File: src/design/bbx_pkg.sv
// Constants and types of the branch and bit instruction execution block.
// Assumes a 32-bit Avalon-MM register bus and an 8-bit status flag register.
package bbx_pkg;

  // ***********************************************************************
  // Register byte offsets
  // ***********************************************************************
  localparam logic [5:0] off_insn    = 6'h00;
  localparam logic [5:0] off_operand = 6'h04;
  localparam logic [5:0] off_pc      = 6'h08;
  localparam logic [5:0] off_zptr    = 6'h0C;
  localparam logic [5:0] off_sp      = 6'h10;
  localparam logic [5:0] off_status_flags_register    = 6'h14;
  localparam logic [5:0] off_result  = 6'h18;
  localparam logic [5:0] off_status  = 6'h1C;
  localparam logic [5:0] off_retaddr = 6'h20;

  // ***********************************************************************
  // Field positions
  // ***********************************************************************
  localparam int insn_op_lsb   = 0;
  localparam int insn_sel_lsb  = 5;
  localparam int insn_k_lsb    = 8;
  localparam int insn_imm_lsb  = 16;
  localparam int opnd_dst_lsb  = 0;
  localparam int opnd_src_lsb  = 8;
  localparam int opnd_io_lsb   = 16;
  localparam int opnd_two_bit  = 24;
  localparam int res_we_bit    = 8;
  localparam int stat_busy_bit = 0;
  localparam int stat_cyc_lsb  = 4;
  localparam int stat_tak_bit  = 8;

  // ***********************************************************************
  // Status flag bit positions
  // ***********************************************************************
  localparam logic [2:0] flag_c = 3'h0;
  localparam logic [2:0] flag_z = 3'h1;
  localparam logic [2:0] flag_n = 3'h2;
  localparam logic [2:0] flag_v = 3'h3;
  localparam logic [2:0] flag_s = 3'h4;
  localparam logic [2:0] flag_h = 3'h5;
  localparam logic [2:0] flag_t = 3'h6;
  localparam logic [2:0] flag_i = 3'h7;

  // ***********************************************************************
  // Reset values and timing counts
  // ***********************************************************************
  localparam logic [15:0] pc_reset   = 16'h0000;
  localparam logic [15:0] zptr_reset = 16'h0000;
  localparam logic [15:0] sp_reset   = 16'hFFFF;
  localparam logic [7:0]  status_flags_register_reset = 8'h00;
  localparam logic [1:0]  cyc_one    = 2'h1;
  localparam logic [1:0]  cyc_two    = 2'h2;
  localparam logic [1:0]  cyc_three  = 2'h3;
  localparam logic [15:0] ret_push   = 16'h0002;

  // ***********************************************************************
  // Operations and states
  // ***********************************************************************
  typedef enum logic [4:0] {
    op_pointer_jump        = 5'h00,
    op_pointer_call        = 5'h01,
    op_compare_skip_equal  = 5'h02,
    op_compare_immediate   = 5'h03,
    op_skip_reg_bit_clear  = 5'h04,
    op_skip_reg_bit_set    = 5'h05,
    op_skip_io_bit_clear   = 5'h06,
    op_skip_io_bit_set     = 5'h07,
    op_branch_flag_set     = 5'h08,
    op_branch_flag_clear   = 5'h09,
    op_branch_signed_ge    = 5'h0A,
    op_branch_signed_lt    = 5'h0B,
    op_rotate_left_carry   = 5'h0C,
    op_rotate_right_carry  = 5'h0D,
    op_bit_to_transfer     = 5'h0E,
    op_transfer_to_bit     = 5'h0F,
    op_flag_on             = 5'h10,
    op_flag_off            = 5'h11
  } bbx_op_t;

  typedef enum logic [0:0] {
    st_idle = 1'b0,
    st_exec = 1'b1
  } bbx_state_t;

endpackage : bbx_pkg

File: src/design/bbx_exec_if.sv
// Interface between the sequencer and the condition and flag unit.
// Assumes both ends sit in the same clock domain; all signals combinational.
`timescale 1ns/10ps
interface bbx_exec_if;
  bbx_pkg::bbx_op_t op;
  logic [2:0]       sel;
  logic [7:0]       imm;
  logic [7:0]       dst;
  logic [7:0]       src;
  logic [7:0]       io;
  logic             two_word;
  logic [7:0]       status_flags_register;
  logic             taken;
  logic [7:0]       status_flags_register_new;
  logic [7:0]       result;
  logic             result_we;
  logic [1:0]       cycles;

  modport core (output op, sel, imm, dst, src, io, two_word, status_flags_register,
                input  taken, status_flags_register_new, result, result_we, cycles);
  modport unit (input  op, sel, imm, dst, src, io, two_word, status_flags_register,
                output taken, status_flags_register_new, result, result_we, cycles);
endinterface : bbx_exec_if

File: src/design/bbx_cond_unit.sv
// Condition, flag and cycle-count evaluation for one instruction.
// Assumes operands on the interface are stable while the instruction executes.
`timescale 1ns/10ps
module bbx_cond_unit (
  bbx_exec_if.unit x
);

  logic [8:0] diff;
  logic [7:0] rot;

  always_comb
  begin
    diff        = {1'b0, x.dst} - {1'b0, x.imm};
    rot         = 8'h00;
    x.taken     = 1'b0;
    x.status_flags_register_new  = x.status_flags_register;
    x.result    = x.dst;
    x.result_we = 1'b0;
    x.cycles    = bbx_pkg::cyc_one;
    case (x.op)
      bbx_pkg::op_pointer_jump:
        x.cycles = bbx_pkg::cyc_two;
      bbx_pkg::op_pointer_call:
        x.cycles = bbx_pkg::cyc_three;
      bbx_pkg::op_compare_skip_equal:
        x.taken = (x.dst == x.src);
      bbx_pkg::op_skip_reg_bit_clear:
        x.taken = ~x.dst[x.sel];
      bbx_pkg::op_skip_reg_bit_set:
        x.taken = x.dst[x.sel];
      bbx_pkg::op_skip_io_bit_clear:
        x.taken = ~x.io[x.sel];
      bbx_pkg::op_skip_io_bit_set:
        x.taken = x.io[x.sel];
      bbx_pkg::op_branch_flag_set:
        x.taken = x.status_flags_register[x.sel];
      bbx_pkg::op_branch_flag_clear:
        x.taken = ~x.status_flags_register[x.sel];
      bbx_pkg::op_branch_signed_ge:
        x.taken = ~(x.status_flags_register[bbx_pkg::flag_n] ^ x.status_flags_register[bbx_pkg::flag_v]);
      bbx_pkg::op_branch_signed_lt:
        x.taken = x.status_flags_register[bbx_pkg::flag_n] ^ x.status_flags_register[bbx_pkg::flag_v];
      bbx_pkg::op_compare_immediate:
      begin
        x.status_flags_register_new[bbx_pkg::flag_c] = diff[8];
        x.status_flags_register_new[bbx_pkg::flag_z] = (diff[7:0] == 8'h00);
        x.status_flags_register_new[bbx_pkg::flag_n] = diff[7];
        x.status_flags_register_new[bbx_pkg::flag_v] = (x.dst[7] & ~x.imm[7] & ~diff[7]) | (~x.dst[7] & x.imm[7] & diff[7]);
        x.status_flags_register_new[bbx_pkg::flag_h] = (~x.dst[3] & x.imm[3]) | (x.imm[3] & diff[3]) | (diff[3] & ~x.dst[3]);
      end
      bbx_pkg::op_rotate_left_carry, bbx_pkg::op_rotate_right_carry:
      begin
        if (x.op == bbx_pkg::op_rotate_left_carry)
        begin
          rot                         = {x.dst[6:0], x.status_flags_register[bbx_pkg::flag_c]};
          x.status_flags_register_new[bbx_pkg::flag_c] = x.dst[7];
        end
        else
        begin
          rot                         = {x.status_flags_register[bbx_pkg::flag_c], x.dst[7:1]};
          x.status_flags_register_new[bbx_pkg::flag_c] = x.dst[0];
        end
        x.result                    = rot;
        x.result_we                 = 1'b1;
        x.status_flags_register_new[bbx_pkg::flag_z] = (rot == 8'h00);
        x.status_flags_register_new[bbx_pkg::flag_n] = rot[7];
        x.status_flags_register_new[bbx_pkg::flag_v] = rot[7] ^ x.status_flags_register_new[bbx_pkg::flag_c];
      end
      bbx_pkg::op_bit_to_transfer:
        x.status_flags_register_new[bbx_pkg::flag_t] = x.dst[x.sel];
      bbx_pkg::op_transfer_to_bit:
      begin
        x.result[x.sel] = x.status_flags_register[bbx_pkg::flag_t];
        x.result_we     = 1'b1;
      end
      bbx_pkg::op_flag_on:
        x.status_flags_register_new[x.sel] = 1'b1;
      bbx_pkg::op_flag_off:
        x.status_flags_register_new[x.sel] = 1'b0;
      default:
        x.taken = 1'b0;
    endcase
    // Skips cost one extra cycle per skipped word, branches one when taken
    if (x.op inside {bbx_pkg::op_compare_skip_equal, bbx_pkg::op_skip_reg_bit_clear,
                     bbx_pkg::op_skip_reg_bit_set, bbx_pkg::op_skip_io_bit_clear,
                     bbx_pkg::op_skip_io_bit_set} && x.taken)
      x.cycles = x.two_word ? bbx_pkg::cyc_three : bbx_pkg::cyc_two;
    else if (x.op inside {bbx_pkg::op_branch_flag_set, bbx_pkg::op_branch_flag_clear,
                          bbx_pkg::op_branch_signed_ge, bbx_pkg::op_branch_signed_lt} && x.taken)
      x.cycles = bbx_pkg::cyc_two;
  end

endmodule : bbx_cond_unit

File: src/design/bbx_exec_top.sv
// Branch, skip and bit instruction execution block with Avalon-MM registers.
// Assumes one 40 MHz clock; stack memory and register file sit outside.
//
// Function
// - Pointer jump loads the program counter from Z, no flags, 2 cycles.
// - Pointer call pushes return address, loads PC from Z, 3 cycles.
// - Compare-skip-equal skips next instruction on equal operands, 1/2/3 cycles.
// - Compare-immediate sets Z, N, V, C, H from register minus constant.
// - Skip on register bit clear, 1/2/3 cycles, flags untouched.
// - Skip on register bit set, 1/2/3 cycles, flags untouched.
// - Skip on I/O bit clear, 1/2/3 cycles.
// - Skip on I/O bit set, 1/2/3 cycles.
// - Branch when selected flag set: PC plus k plus 1, 1/2 cycles.
// - Branch when selected flag clear: PC plus k plus 1, 1/2 cycles.
// - Carry branches: clear and same-or-higher on C=0, set and lower on C=1.
// - Signed greater-or-equal branch taken when N xor V is 0.
// - Signed less-than branch taken when N xor V is 1.
// - Half-carry branches test H set or clear, 1/2 cycles.
// - Transfer-bit and overflow branches test T or V, 1/2 cycles.
// - Interrupt-state branches test the global enable bit, 1/2 cycles.
// - Rotate left through carry, updates Z, C, N, V in 1 cycle.
// - Rotate right through carry, updates Z, C, N, V in 1 cycle.
// - Bit store copies register bit into T only, 1 cycle.
// - Bit load copies T into register bit, no flags, 1 cycle.
// - Flag set or clear changes exactly one status flag in 1 cycle.
`timescale 1ns/10ps
module bbx_exec_top (
  // Clock and reset
  input  wire logic        core_clk_i,
  input  wire logic        reset_i,
  // Avalon-MM slave
  input  wire logic [5:0]  avs_address_i,
  input  wire logic        avs_read_i,
  input  wire logic        avs_write_i,
  input  wire logic [31:0] avs_writedata_i,
  input  wire logic [3:0]  avs_byteenable_i,
  output logic      [31:0] avs_readdata_o,
  output logic             avs_waitrequest_o,
  // Status
  output logic             busy_o
);

  // ***********************************************************************
  // Declarations
  // ***********************************************************************
  bbx_pkg::bbx_state_t state;
  bbx_pkg::bbx_state_t next_state;
  logic [31:0]         insn;
  logic [31:0]         operand;
  logic [15:0]         pc;
  logic [15:0]         zptr;
  logic [15:0]         sp;
  logic [7:0]          status_flags_register;
  logic [7:0]          result;
  logic                result_written;
  logic [15:0]         retaddr;
  logic [1:0]          elapsed;
  logic [1:0]          last_cycles;
  logic                last_taken;
  logic [15:0]         next_pc;
  logic [31:0]         next_readdata;
  logic                wr_ok;
  logic                rd_ok;
  logic                finish;
  logic [15:0]         k_ext;
  logic [31:0]         pc_merged;
  logic [31:0]         sp_merged;
  logic [31:0]         zptr_merged;
  logic [31:0]         status_flags_register_merged;

  bbx_exec_if x ();

  // ***********************************************************************
  // Byte-lane merge
  // ***********************************************************************
  function automatic logic [31:0] bbx_merge(input logic [31:0] old_v, input logic [31:0] new_v,
                                            input logic [3:0] be);
    logic [31:0] m;
    m = old_v;
    for (int i = 0; i < 4; i++)
    begin
      if (be[i])
        m[i*8 +: 8] = new_v[i*8 +: 8];
    end
    return m;
  endfunction : bbx_merge

  // Narrow registers merged as full words, low bits kept
  assign pc_merged   = bbx_merge({16'h0000, pc}, avs_writedata_i, avs_byteenable_i);
  assign sp_merged   = bbx_merge({16'h0000, sp}, avs_writedata_i, avs_byteenable_i);
  assign zptr_merged = bbx_merge({16'h0000, zptr}, avs_writedata_i, avs_byteenable_i);
  assign status_flags_register_merged = bbx_merge({24'h00_0000, status_flags_register}, avs_writedata_i, avs_byteenable_i);

  // ***********************************************************************
  // Condition and flag unit
  // ***********************************************************************
  assign x.op       = bbx_pkg::bbx_op_t'(insn[bbx_pkg::insn_op_lsb +: 5]);
  assign x.sel      = insn[bbx_pkg::insn_sel_lsb +: 3];
  assign x.imm      = insn[bbx_pkg::insn_imm_lsb +: 8];
  assign x.dst      = operand[bbx_pkg::opnd_dst_lsb +: 8];
  assign x.src      = operand[bbx_pkg::opnd_src_lsb +: 8];
  assign x.io       = operand[bbx_pkg::opnd_io_lsb +: 8];
  assign x.two_word = operand[bbx_pkg::opnd_two_bit];
  assign x.status_flags_register     = status_flags_register;

  bbx_cond_unit u_cond (
    .x (x.unit)
  );

  // ***********************************************************************
  // Bus handshake
  // ***********************************************************************
  // Writes stall while an instruction runs so operands stay stable
  always_ff @(posedge core_clk_i or posedge reset_i)
  begin
    if (reset_i)
      avs_waitrequest_o <= 1'b1;
    else if (avs_waitrequest_o && (avs_read_i || (avs_write_i && state == bbx_pkg::st_idle)))
      avs_waitrequest_o <= 1'b0;
    else
      avs_waitrequest_o <= 1'b1;
  end

  assign wr_ok = avs_write_i && !avs_waitrequest_o;
  assign rd_ok = avs_read_i && avs_waitrequest_o;

  // ***********************************************************************
  // Read data
  // ***********************************************************************
  always_comb
  begin
    next_readdata = 32'h0000_0000;
    case (avs_address_i)
      bbx_pkg::off_insn:    next_readdata = insn;
      bbx_pkg::off_operand: next_readdata = operand;
      bbx_pkg::off_pc:      next_readdata = {16'h0000, pc};
      bbx_pkg::off_zptr:    next_readdata = {16'h0000, zptr};
      bbx_pkg::off_sp:      next_readdata = {16'h0000, sp};
      bbx_pkg::off_status_flags_register:    next_readdata = {24'h00_0000, status_flags_register};
      bbx_pkg::off_result:
      begin
        next_readdata[7:0]                  = result;
        next_readdata[bbx_pkg::res_we_bit]  = result_written;
      end
      bbx_pkg::off_status:
      begin
        next_readdata[bbx_pkg::stat_busy_bit]     = (state == bbx_pkg::st_exec);
        next_readdata[bbx_pkg::stat_cyc_lsb +: 2] = last_cycles;
        next_readdata[bbx_pkg::stat_tak_bit]      = last_taken;
      end
      bbx_pkg::off_retaddr: next_readdata = {16'h0000, retaddr};
      default:              next_readdata = 32'h0000_0000;
    endcase
  end

  always_ff @(posedge core_clk_i or posedge reset_i)
  begin
    if (reset_i)
      avs_readdata_o <= 32'h0000_0000;
    else if (rd_ok)
      avs_readdata_o <= next_readdata;
  end

  // ***********************************************************************
  // Sequencer
  // ***********************************************************************
  // Busy for exactly the instruction's cycle count, then commit
  assign finish = (state == bbx_pkg::st_exec) && ((elapsed + 2'h1) == x.cycles);

  always_comb
  begin
    next_state = state;
    case (state)
      bbx_pkg::st_idle:
        if (wr_ok && avs_address_i == bbx_pkg::off_insn)
          next_state = bbx_pkg::st_exec;
      bbx_pkg::st_exec:
        if (finish)
          next_state = bbx_pkg::st_idle;
      default:
        next_state = bbx_pkg::st_idle;
    endcase
  end

  always_ff @(posedge core_clk_i or posedge reset_i)
  begin
    if (reset_i)
      state <= bbx_pkg::st_idle;
    else
      state <= next_state;
  end

  always_ff @(posedge core_clk_i or posedge reset_i)
  begin
    if (reset_i)
      elapsed <= 2'h0;
    else if (state == bbx_pkg::st_exec && !finish)
      elapsed <= elapsed + 2'h1;
    else
      elapsed <= 2'h0;
  end

  always_ff @(posedge core_clk_i or posedge reset_i)
  begin
    if (reset_i)
      busy_o <= 1'b0;
    else
      busy_o <= (next_state == bbx_pkg::st_exec);
  end

  always_ff @(posedge core_clk_i or posedge reset_i)
  begin
    if (reset_i)
    begin
      last_cycles <= 2'h0;
      last_taken  <= 1'b0;
    end
    else if (finish)
    begin
      last_cycles <= x.cycles;
      last_taken  <= x.taken;
    end
  end

  // ***********************************************************************
  // Program counter
  // ***********************************************************************
  assign k_ext = {{9{insn[bbx_pkg::insn_k_lsb + 6]}}, insn[bbx_pkg::insn_k_lsb +: 7]};

  always_comb
  begin
    next_pc = pc + 16'h0001;
    case (x.op)
      bbx_pkg::op_pointer_jump, bbx_pkg::op_pointer_call:
        next_pc = zptr;
      bbx_pkg::op_compare_skip_equal, bbx_pkg::op_skip_reg_bit_clear, bbx_pkg::op_skip_reg_bit_set,
      bbx_pkg::op_skip_io_bit_clear, bbx_pkg::op_skip_io_bit_set:
        if (x.taken)
          next_pc = x.two_word ? pc + 16'h0003 : pc + 16'h0002;
      bbx_pkg::op_branch_flag_set, bbx_pkg::op_branch_flag_clear,
      bbx_pkg::op_branch_signed_ge, bbx_pkg::op_branch_signed_lt:
        if (x.taken)
          next_pc = pc + k_ext + 16'h0001;
      default:
        next_pc = pc + 16'h0001;
    endcase
  end

  always_ff @(posedge core_clk_i or posedge reset_i)
  begin
    if (reset_i)
      pc <= bbx_pkg::pc_reset;
    else if (finish)
      pc <= next_pc;
    else if (wr_ok && avs_address_i == bbx_pkg::off_pc)
      pc <= pc_merged[15:0];
  end

  // ***********************************************************************
  // Call return address and stack pointer
  // ***********************************************************************
  always_ff @(posedge core_clk_i or posedge reset_i)
  begin
    if (reset_i)
      retaddr <= 16'h0000;
    else if (finish && x.op == bbx_pkg::op_pointer_call)
      retaddr <= pc + 16'h0001;
  end

  always_ff @(posedge core_clk_i or posedge reset_i)
  begin
    if (reset_i)
      sp <= bbx_pkg::sp_reset;
    else if (finish && x.op == bbx_pkg::op_pointer_call)
      sp <= sp - bbx_pkg::ret_push;
    else if (wr_ok && avs_address_i == bbx_pkg::off_sp)
      sp <= sp_merged[15:0];
  end

  // ***********************************************************************
  // Software-loaded registers
  // ***********************************************************************
  always_ff @(posedge core_clk_i or posedge reset_i)
  begin
    if (reset_i)
      insn <= 32'h0000_0000;
    else if (wr_ok && avs_address_i == bbx_pkg::off_insn)
      insn <= bbx_merge(insn, avs_writedata_i, avs_byteenable_i);
  end

  always_ff @(posedge core_clk_i or posedge reset_i)
  begin
    if (reset_i)
      operand <= 32'h0000_0000;
    else if (wr_ok && avs_address_i == bbx_pkg::off_operand)
      operand <= bbx_merge(operand, avs_writedata_i, avs_byteenable_i);
  end

  always_ff @(posedge core_clk_i or posedge reset_i)
  begin
    if (reset_i)
      zptr <= bbx_pkg::zptr_reset;
    else if (wr_ok && avs_address_i == bbx_pkg::off_zptr)
      zptr <= zptr_merged[15:0];
  end

  // ***********************************************************************
  // Status flags
  // ***********************************************************************
  // Branches, skips, jumps and calls return the flags unchanged
  always_ff @(posedge core_clk_i or posedge reset_i)
  begin
    if (reset_i)
      status_flags_register <= bbx_pkg::status_flags_register_reset;
    else if (finish)
      status_flags_register <= x.status_flags_register_new;
    else if (wr_ok && avs_address_i == bbx_pkg::off_status_flags_register)
      status_flags_register <= status_flags_register_merged[7:0];
  end

  // ***********************************************************************
  // Register write-back
  // ***********************************************************************
  always_ff @(posedge core_clk_i or posedge reset_i)
  begin
    if (reset_i)
    begin
      result         <= 8'h00;
      result_written <= 1'b0;
    end
    else if (finish)
    begin
      result         <= x.result;
      result_written <= x.result_we;
    end
  end

endmodule : bbx_exec_top

File: config.mk
export PLATFORM = sky130hd
export DESIGN_NAME = bbx_exec_top
export DESIGN_NICKNAME = d
export VERILOG_FILES = /design/src/design/bbx_pkg.sv /design/src/design/bbx_exec_if.sv /design/src/design/bbx_cond_unit.sv /design/src/design/bbx_exec_top.sv
export SDC_FILE = /design/constraint.sdc
export NUM_CORES = 1
export LEC_CHECK = 0
export ABC_AREA = 1
export BUFFER_PORTS_ARGS = -buffer_cell sky130_fd_sc_hd__buf_2
export CAP_MARGIN = 20
export CORE_AREA = 3 3 180 200
export CTS_CLUSTER_SIZE = 28
export DETAILED_ROUTE_END_ITERATION = 12
export DIE_AREA = 0 0 183 203
export PLACE_DENSITY_LB_ADDON = 0.12
export SETUP_SLACK_MARGIN = 0.02
export SLEW_MARGIN = 25
export SYNTH_ARGS = -nofsm -noshare
export SYNTH_HDL_FRONTEND = slang
export SYNTH_SLANG_ARGS = --single-unit
export TNS_END_PERCENT = 5
File: constraint.sdc
create_clock -name core_clk_i -period 17.6 [get_ports core_clk_i]
set_input_delay 3.52 -clock core_clk_i [delete_from_list [all_inputs] [get_ports core_clk_i]]
set_output_delay 3.52 -clock core_clk_i [all_outputs]
set_load 0.005 [all_outputs]
# Word-level counts from Yosys, hierarchy flattened
# Index checks and enable logic that the tools add are counted.
[word_totals] ff_bits=184 latch_bits=0 ramBits=0 romBits=0 input_bits=46 out_inout_bits=34 wordCells=195 mem_count=0
[op_classes] add_sub_neg=8 multipliers=0 n_div=0 magnitude_cmp=2 eq_ne=31 shifts=0 muxes=48 bitwise=24 reduce_logical=55
[ops] op="23-bit case mux with 6 select lines" count=1
[ops] op="16-bit two-way mux" count=7
[ops] op="8-bit two-way mux" count=6
[ops] op="16-bit case mux with 3 select lines" count=1
[ops] op="5-bit by 4-bit == test with 1-bit output (second input constant)" count=8
[ops] op="16-bit by 1-bit adder with 16-bit output (second input constant)" count=2
[ops] op="16-bit by 2-bit adder with 16-bit output (second input constant)" count=2
[ops] op="2-bit AND reduction" count=14
[ops] op="6-bit by 5-bit == test with 1-bit output (second input constant)" count=4
[ops] op="3-bit case mux with 8 select lines" count=1
[ops] op="5-bit by 3-bit == test with 1-bit output (second input constant)" count=4
[ops] op="1-bit case mux with 9 select lines" count=2
[ops] op="2-bit case mux with 9 select lines" count=1
[ops] op="16-bit adder" count=1
[ops] op="1-bit logical AND" count=16
[ops] op="8-bit logical NOT" count=2
[ops] op="2-bit case mux with 8 select lines" count=1
[ops] op="4-bit case mux with 4 select lines" count=1
[ops] op="8-bit case mux with 2 select lines" count=1
[ops] op="16-bit by 2-bit subtractor with 16-bit output (second input constant)" count=1
[ops] op="2-bit nonzero test" count=7
[ops] op="6-bit by 4-bit == test with 1-bit output (second input constant)" count=2
[ops] op="3-bit AND reduction" count=4
[ops] op="1-bit two-way mux" count=11
[ops] op="39 further kinds" count=68

# Logic depth before layout (Yosys ltp)
[logic_depth] ltp_word=12 ltp_mapped=22 ltp_nobuf=20

# Modules after synthesis
# A second synthesis with hierarchy kept.
[unflattened] cells_unflattened=1746 area_unflattened_um2=12221.7
[modules_own_cells] module="bbx_exec_top" instances=1 cells_per_inst=1389 area_each_um2=10452.5 seq_area_each_um2=4625.7
[modules_own_cells] module="bbx_cond_unit" instances=1 cells_per_inst=357 area_each_um2=1769.2 seq_area_each_um2=0.0

# Worst setup path after synthesis
# No wires, ideal clock.
[synth_timing] path_type="input to register" from="in avs_address_i[2]" to="reg insn[7]" setup_time_ns=0.131 arrival_ns=5.118 t_required_ns=17.469 setup_slack_ns=12.352 path_stages=11 path_buffers=1 path_cell_list="nor3_1 inv_1 nor2_1 inv_1 nor2_1 clkinv_1 nor2_1 nand2_1 clkbuf_1 nand2_1 o21ai_0"
[synth_between] elab_chain_cells=3
[synth_lines] element="start: declaration" line="bbx_exec_top.sv:32" source="input wire logic [5:0] avs_address_i,"
[synth_lines] element="6-bit logical NOT" line="bbx_exec_top.sv:287" source="else if (wr_ok && avs_address_i == bbx_pkg::off_insn)"
[synth_lines] element="1-bit logical AND" line="bbx_exec_top.sv:287"
[synth_lines] element="2-bit AND reduction (no source line)"
[synth_lines] element="end signal: assignment" line="bbx_exec_top.sv:288" source="insn <= bbx_merge(insn, avs_writedata_i, avs_byteenable_i);"
[synth_lines] element="end: declaration" line="bbx_exec_top.sv:48" source="logic [31:0] insn;"
# Every way passes these cells.
# A chain may end at the register's enable or synchronous reset.

# Final worst setup path
[layout_timing] from="in avs_address_i[2]" to="reg insn[11]"
# Same word-level chain as after synthesis.

==> results list <==
- Net count after synthesis: 1735
* Wire length of the first global-routing pass: 67600 um
* Met2 layer usage reported by global route: 41.1%
- Worst Hold Endpoint: avs_readdata_o[0]
* Number of DRC markers after the initial detailed-route iteration: 1192
* Transition time at the pin with the least slew margin: 1.02 ns
- Dividing the detail-routed wire length by the instance count gives 20.8 um.
* Number of clock sinks: 184
* Library cell occupying the most area in the post-synthesis netlist: sky130_fd_sc_hd__dfrtp_1
- Startpoint of the lowest-slack register-to-register path: insn[5]
- During I/O placement, the number of pins put on the boundary was 80.
* Die height: 203 um
* Crit-path max cell delay: 0.68 ns
- The H-tree was split into 4 levels.
- The initial utilization of the core area, before any placement, comes to 34.8%.
- After global routing, the most crowded layer is met2.
* Number of buffers added on ports: 79
- Post-Synthesis Mean Instance Area: 7.17 um2
- Fraction of power spent switching nets: 37.7%
- Final setup TNS: 0 ns
- The worst-case IR drop observed on VDD is 0.0664 mV.
- Setup repair after global routing left no endpoint under its margin.
* Area inside the core boundary: 34100 um2
- The worst setup path is captured at a flop.
- Final Slew Violations: 0
* CP Launch Type: input pin
- The number of global-route vias before repair was 11100.
- Number of nets with antenna violations after routing: 0
- The longest clock path from root to sink contains 2 buffers.
* Synthesis-stage register bit count: 184
- Derived from the worst setup path, the maximum achievable clock frequency is 179 MHz.
* Clock network power share: 31.5%
- Among all stages on the critical path, the largest delay is contributed by sky130_fd_sc_hd__nor2_1.
- Finished Core Util: 38.6%
- Compared with the post-synthesis result, the final layout area differs by 10.9%.
- Across the routed clock network, the largest skew measured is 0.0207 ns.
- In this run the clock root is driven by a sky130_fd_sc_hd__clkbuf_16.
- The number of failing hold endpoints at the final stage is 0.
* Number of buffers added by the clock tree synthesis step: 17
- Once the clock tree was built, the resizer swapped 0 gates to a different size.
* Combinational cell fraction of total power: 24.3%
- Across the run, the number of max-cap violations was 0.
- Met3 track utilization from global routing: 2.69%
- The synthesized netlist occupies a cell area of 11900 um2.
- The analysis attributes to cell leakage a power of 0.00619 uW.
- Ranked by total cell area, the synthesized netlist is headed by sky130_fd_sc_hd__dfrtp_1 (35%), sky130_fd_sc_hd__nand2_1 (15%), sky130_fd_sc_hd__o21ai_0 (7.8%), sky130_fd_sc_hd__inv_1 (6.1%), sky130_fd_sc_hd__dfstp_2 (3.8%).
* Placer congestion estimate: 0.981
* Crit path time final: 5.58 ns
- Dividing total power by cell area gives a power density of 91.4 nW/um2.
* DRC violation count after routing: 0
- Outcome: complete, no violations
- Fraction of the yosys area taken by sequential cells: 39.0%
- Part of the total power dissipated in sequential elements: 44.2%
- Number of iterations in the first detailed-routing pass: 5
- Share of synthesized flip-flops with an asynchronous set or reset: 100%
- In this run, distinct cell masters in the synthesized netlist total 49.
* Overflow left after global routing: 0
- STA puts the critical path data required time at 17.97 ns.
- The final route contains 11600 vias.
- For the worst-skew pair, the clock arrives at the later sink with an insertion delay of 0.46 ns.
- Category of the critical setup timing path: in2reg
- Largest net degree at the start of global routing: 126
- For this design, the CTS-stage hold fixing added 0 buffers.
* Detailed-placement wirelength estimate: 34300 um
- Main flop type after synthesis: sky130_fd_sc_hd__dfrtp_1
* Most frequent cell after synthesis: sky130_fd_sc_hd__nand2_1
* Post-CTS Setup Repair Bufs: 0
- In the global route stage, met1 resource usage came out at 30.1%.
- Internal power consumption: 749 uW
- In this run the power spent charging and discharging nets is 454 uW.
* Share of post-route cells with drive strength above 1: 9.68%
- Number of cells traversed by the worst register-to-register path: 17
- FP Rows: 71
- Total global routing track utilization: 23.8%
* Width of the chip: 183 um
- Most used standard cells in the synthesized netlist: sky130_fd_sc_hd__nand2_1 (461), sky130_fd_sc_hd__inv_1 (192), sky130_fd_sc_hd__o21ai_0 (184)
- Along the worst hold path, the cell count comes to 1.
- The die covers 37100 um2.
- The signal on the critical path passes through buf_2 > nor3_1 > inv_1 > nor2_1 > inv_1 > nor2_2 > clkinv_1 > nor2_1 > nand2_1 > o21ai_0.
- Measured against its own limit, the worst slew margin works out to 32.0%.
- Data on the critical path arrives at its endpoint at 5.95 ns.
- Using the TritonRoute via totals, the vias-per-cell ratio works out to 5.40.
- Net count, final: 1779
* Endpoint of the worst register-to-register path: pc[4]
- Setup violations remaining at the end of the flow were counted as 0.
- Number of warning messages in the yosys log: 0
- TritonCTS clock tree: built
- In this run the most critical hold path is launched from avs_readdata_o[0].
- After clock tree synthesis, the clock-pin slew on the worst setup and hold paths is 0.08 ns.
* Top-area cell type share of the netlist area: 35.2%
* Hold Path Class: reg2reg
- Fraction of the cycle the final worst path needs: 31.7%
* Cell count after synthesis: 1657
* Number of enable-type register cells in the synthesized netlist: 0
* Initial antenna violation count: 0
* Total wirelength of the detailed-routed design: 44700 um
- Worst reg2reg setup slack: 12.97 ns
* Antenna Diode Count: 0
- In this run the worst path has a maximum fanout of 16.
==> cell families (layout without fill, tap and decap cells) <==
logic type	Yosys count	in the layout	synth area share, %
buf+inv	266	323	9.06
fa+ha+maj	32	32	3.56
simple gates	735	735	25.7
flops	184	184	39.0
xor+xnor	42	42	3.10
compound gates	398	398	19.6
==> stage by stage <==
| step | worst slack (ns) | area [um2] | power, uW | cells | hold slack, ns |
|---|---|---|---|---|---|
| 6_report | 12.02 | 13200 | 1200 | 2152 | 0.481 |
| 2_1_floorplan | 9.11 | 11900 | 719 | 1657 | 0.442 |
| 4_1_cts | 12.05 | 13200 | 1210 | 2152 | 0.483 |
| 5_1_grt | 11.75 | 13200 | 1270 | 2152 | 0.494 |
| 3_3_place_gp | 11.57 | 12600 | 829 | 2120 | 0.459 |
| 3_5_place_dp | 11.57 | 12600 | 830 | 2120 | 0.468 |
==> final cells by class <==
class | instances | area (um2)
clock buffer | 20 | 447
clock inverter | 12 | 118
fill | 3674 | 20900
inverter | 205 | 777
multi-input combinational | 1207 | 6200
sequential | 184 | 4630
tap | 438 | 548
timing repair buffer | 86 | 448
==> cell usage in the layout (no fill, tap or decap), types with 22 or more instances in the layout <==
cell                      instances
sky130_fd_sc_hd__ha_1            29
sky130_fd_sc_hd__o21ai_1         27
sky130_fd_sc_hd__nand2_1        460
sky130_fd_sc_hd__a21oi_1         56
sky130_fd_sc_hd__a22oi_1         30
sky130_fd_sc_hd__buf_2           79
sky130_fd_sc_hd__o22ai_1         22
sky130_fd_sc_hd__xor2_1          33
sky130_fd_sc_hd__nor2_1         116
sky130_fd_sc_hd__dfrtp_1        167
sky130_fd_sc_hd__o21ai_0        184
sky130_fd_sc_hd__inv_1          191
sky130_fd_sc_hd__nand3_1         86
==> routing by layer <==
metal	vias to the layer above	wire (um)
met5	-	0
met3	87	2220
met1	5504	18600
met2	434	21800
met4	0	1950
li1	5598	-
==> power by group through the flow <==
stage	clock (uW)	sequential, uW	combinational (uW)
6_report	379	531	293
5_1_grt	401	535	331
4_1_cts	384	531	292
3_5_place_dp	0	538	291
3_3_place_gp	0	539	291
2_1_floorplan	0	501	218
==> flip-flops by register name, summed over array words and instances, names as in the netlist, 2 cells and up, named ones only <==
signal / cells
operand: 32
zptr: 16
insn: 32
status_flags_register: 6
result: 8
elapsed: 2
retaddr: 16
last_cycles: 2
pc: 16
avs_readdata_o: 32
sp: 16
==> critical path: cells and delay by family <==
kind | cells | cell delay, ns
and+or+nand+nor | 5 | 1.59
buffers and inverters | 4 | 0.53
AOI/OAI and AO/OA | 1 | 0.30
==> worst max path at each step <==
stage,slack (ns),endpoint,cells after the start,start
6_report,12.02,insn[11],10,avs_address_i[2]
5_1_grt,11.75,sp[3],13,avs_address_i[2]
4_1_cts,12.05,sp[3],13,avs_address_i[2]
3_5_place_dp,11.57,sp[3],13,avs_address_i[2]
3_3_place_gp,11.57,sp[3],13,avs_address_i[2]
2_1_floorplan,9.11,async pin,1,reset_i
(Power assumes the default switching activity.)
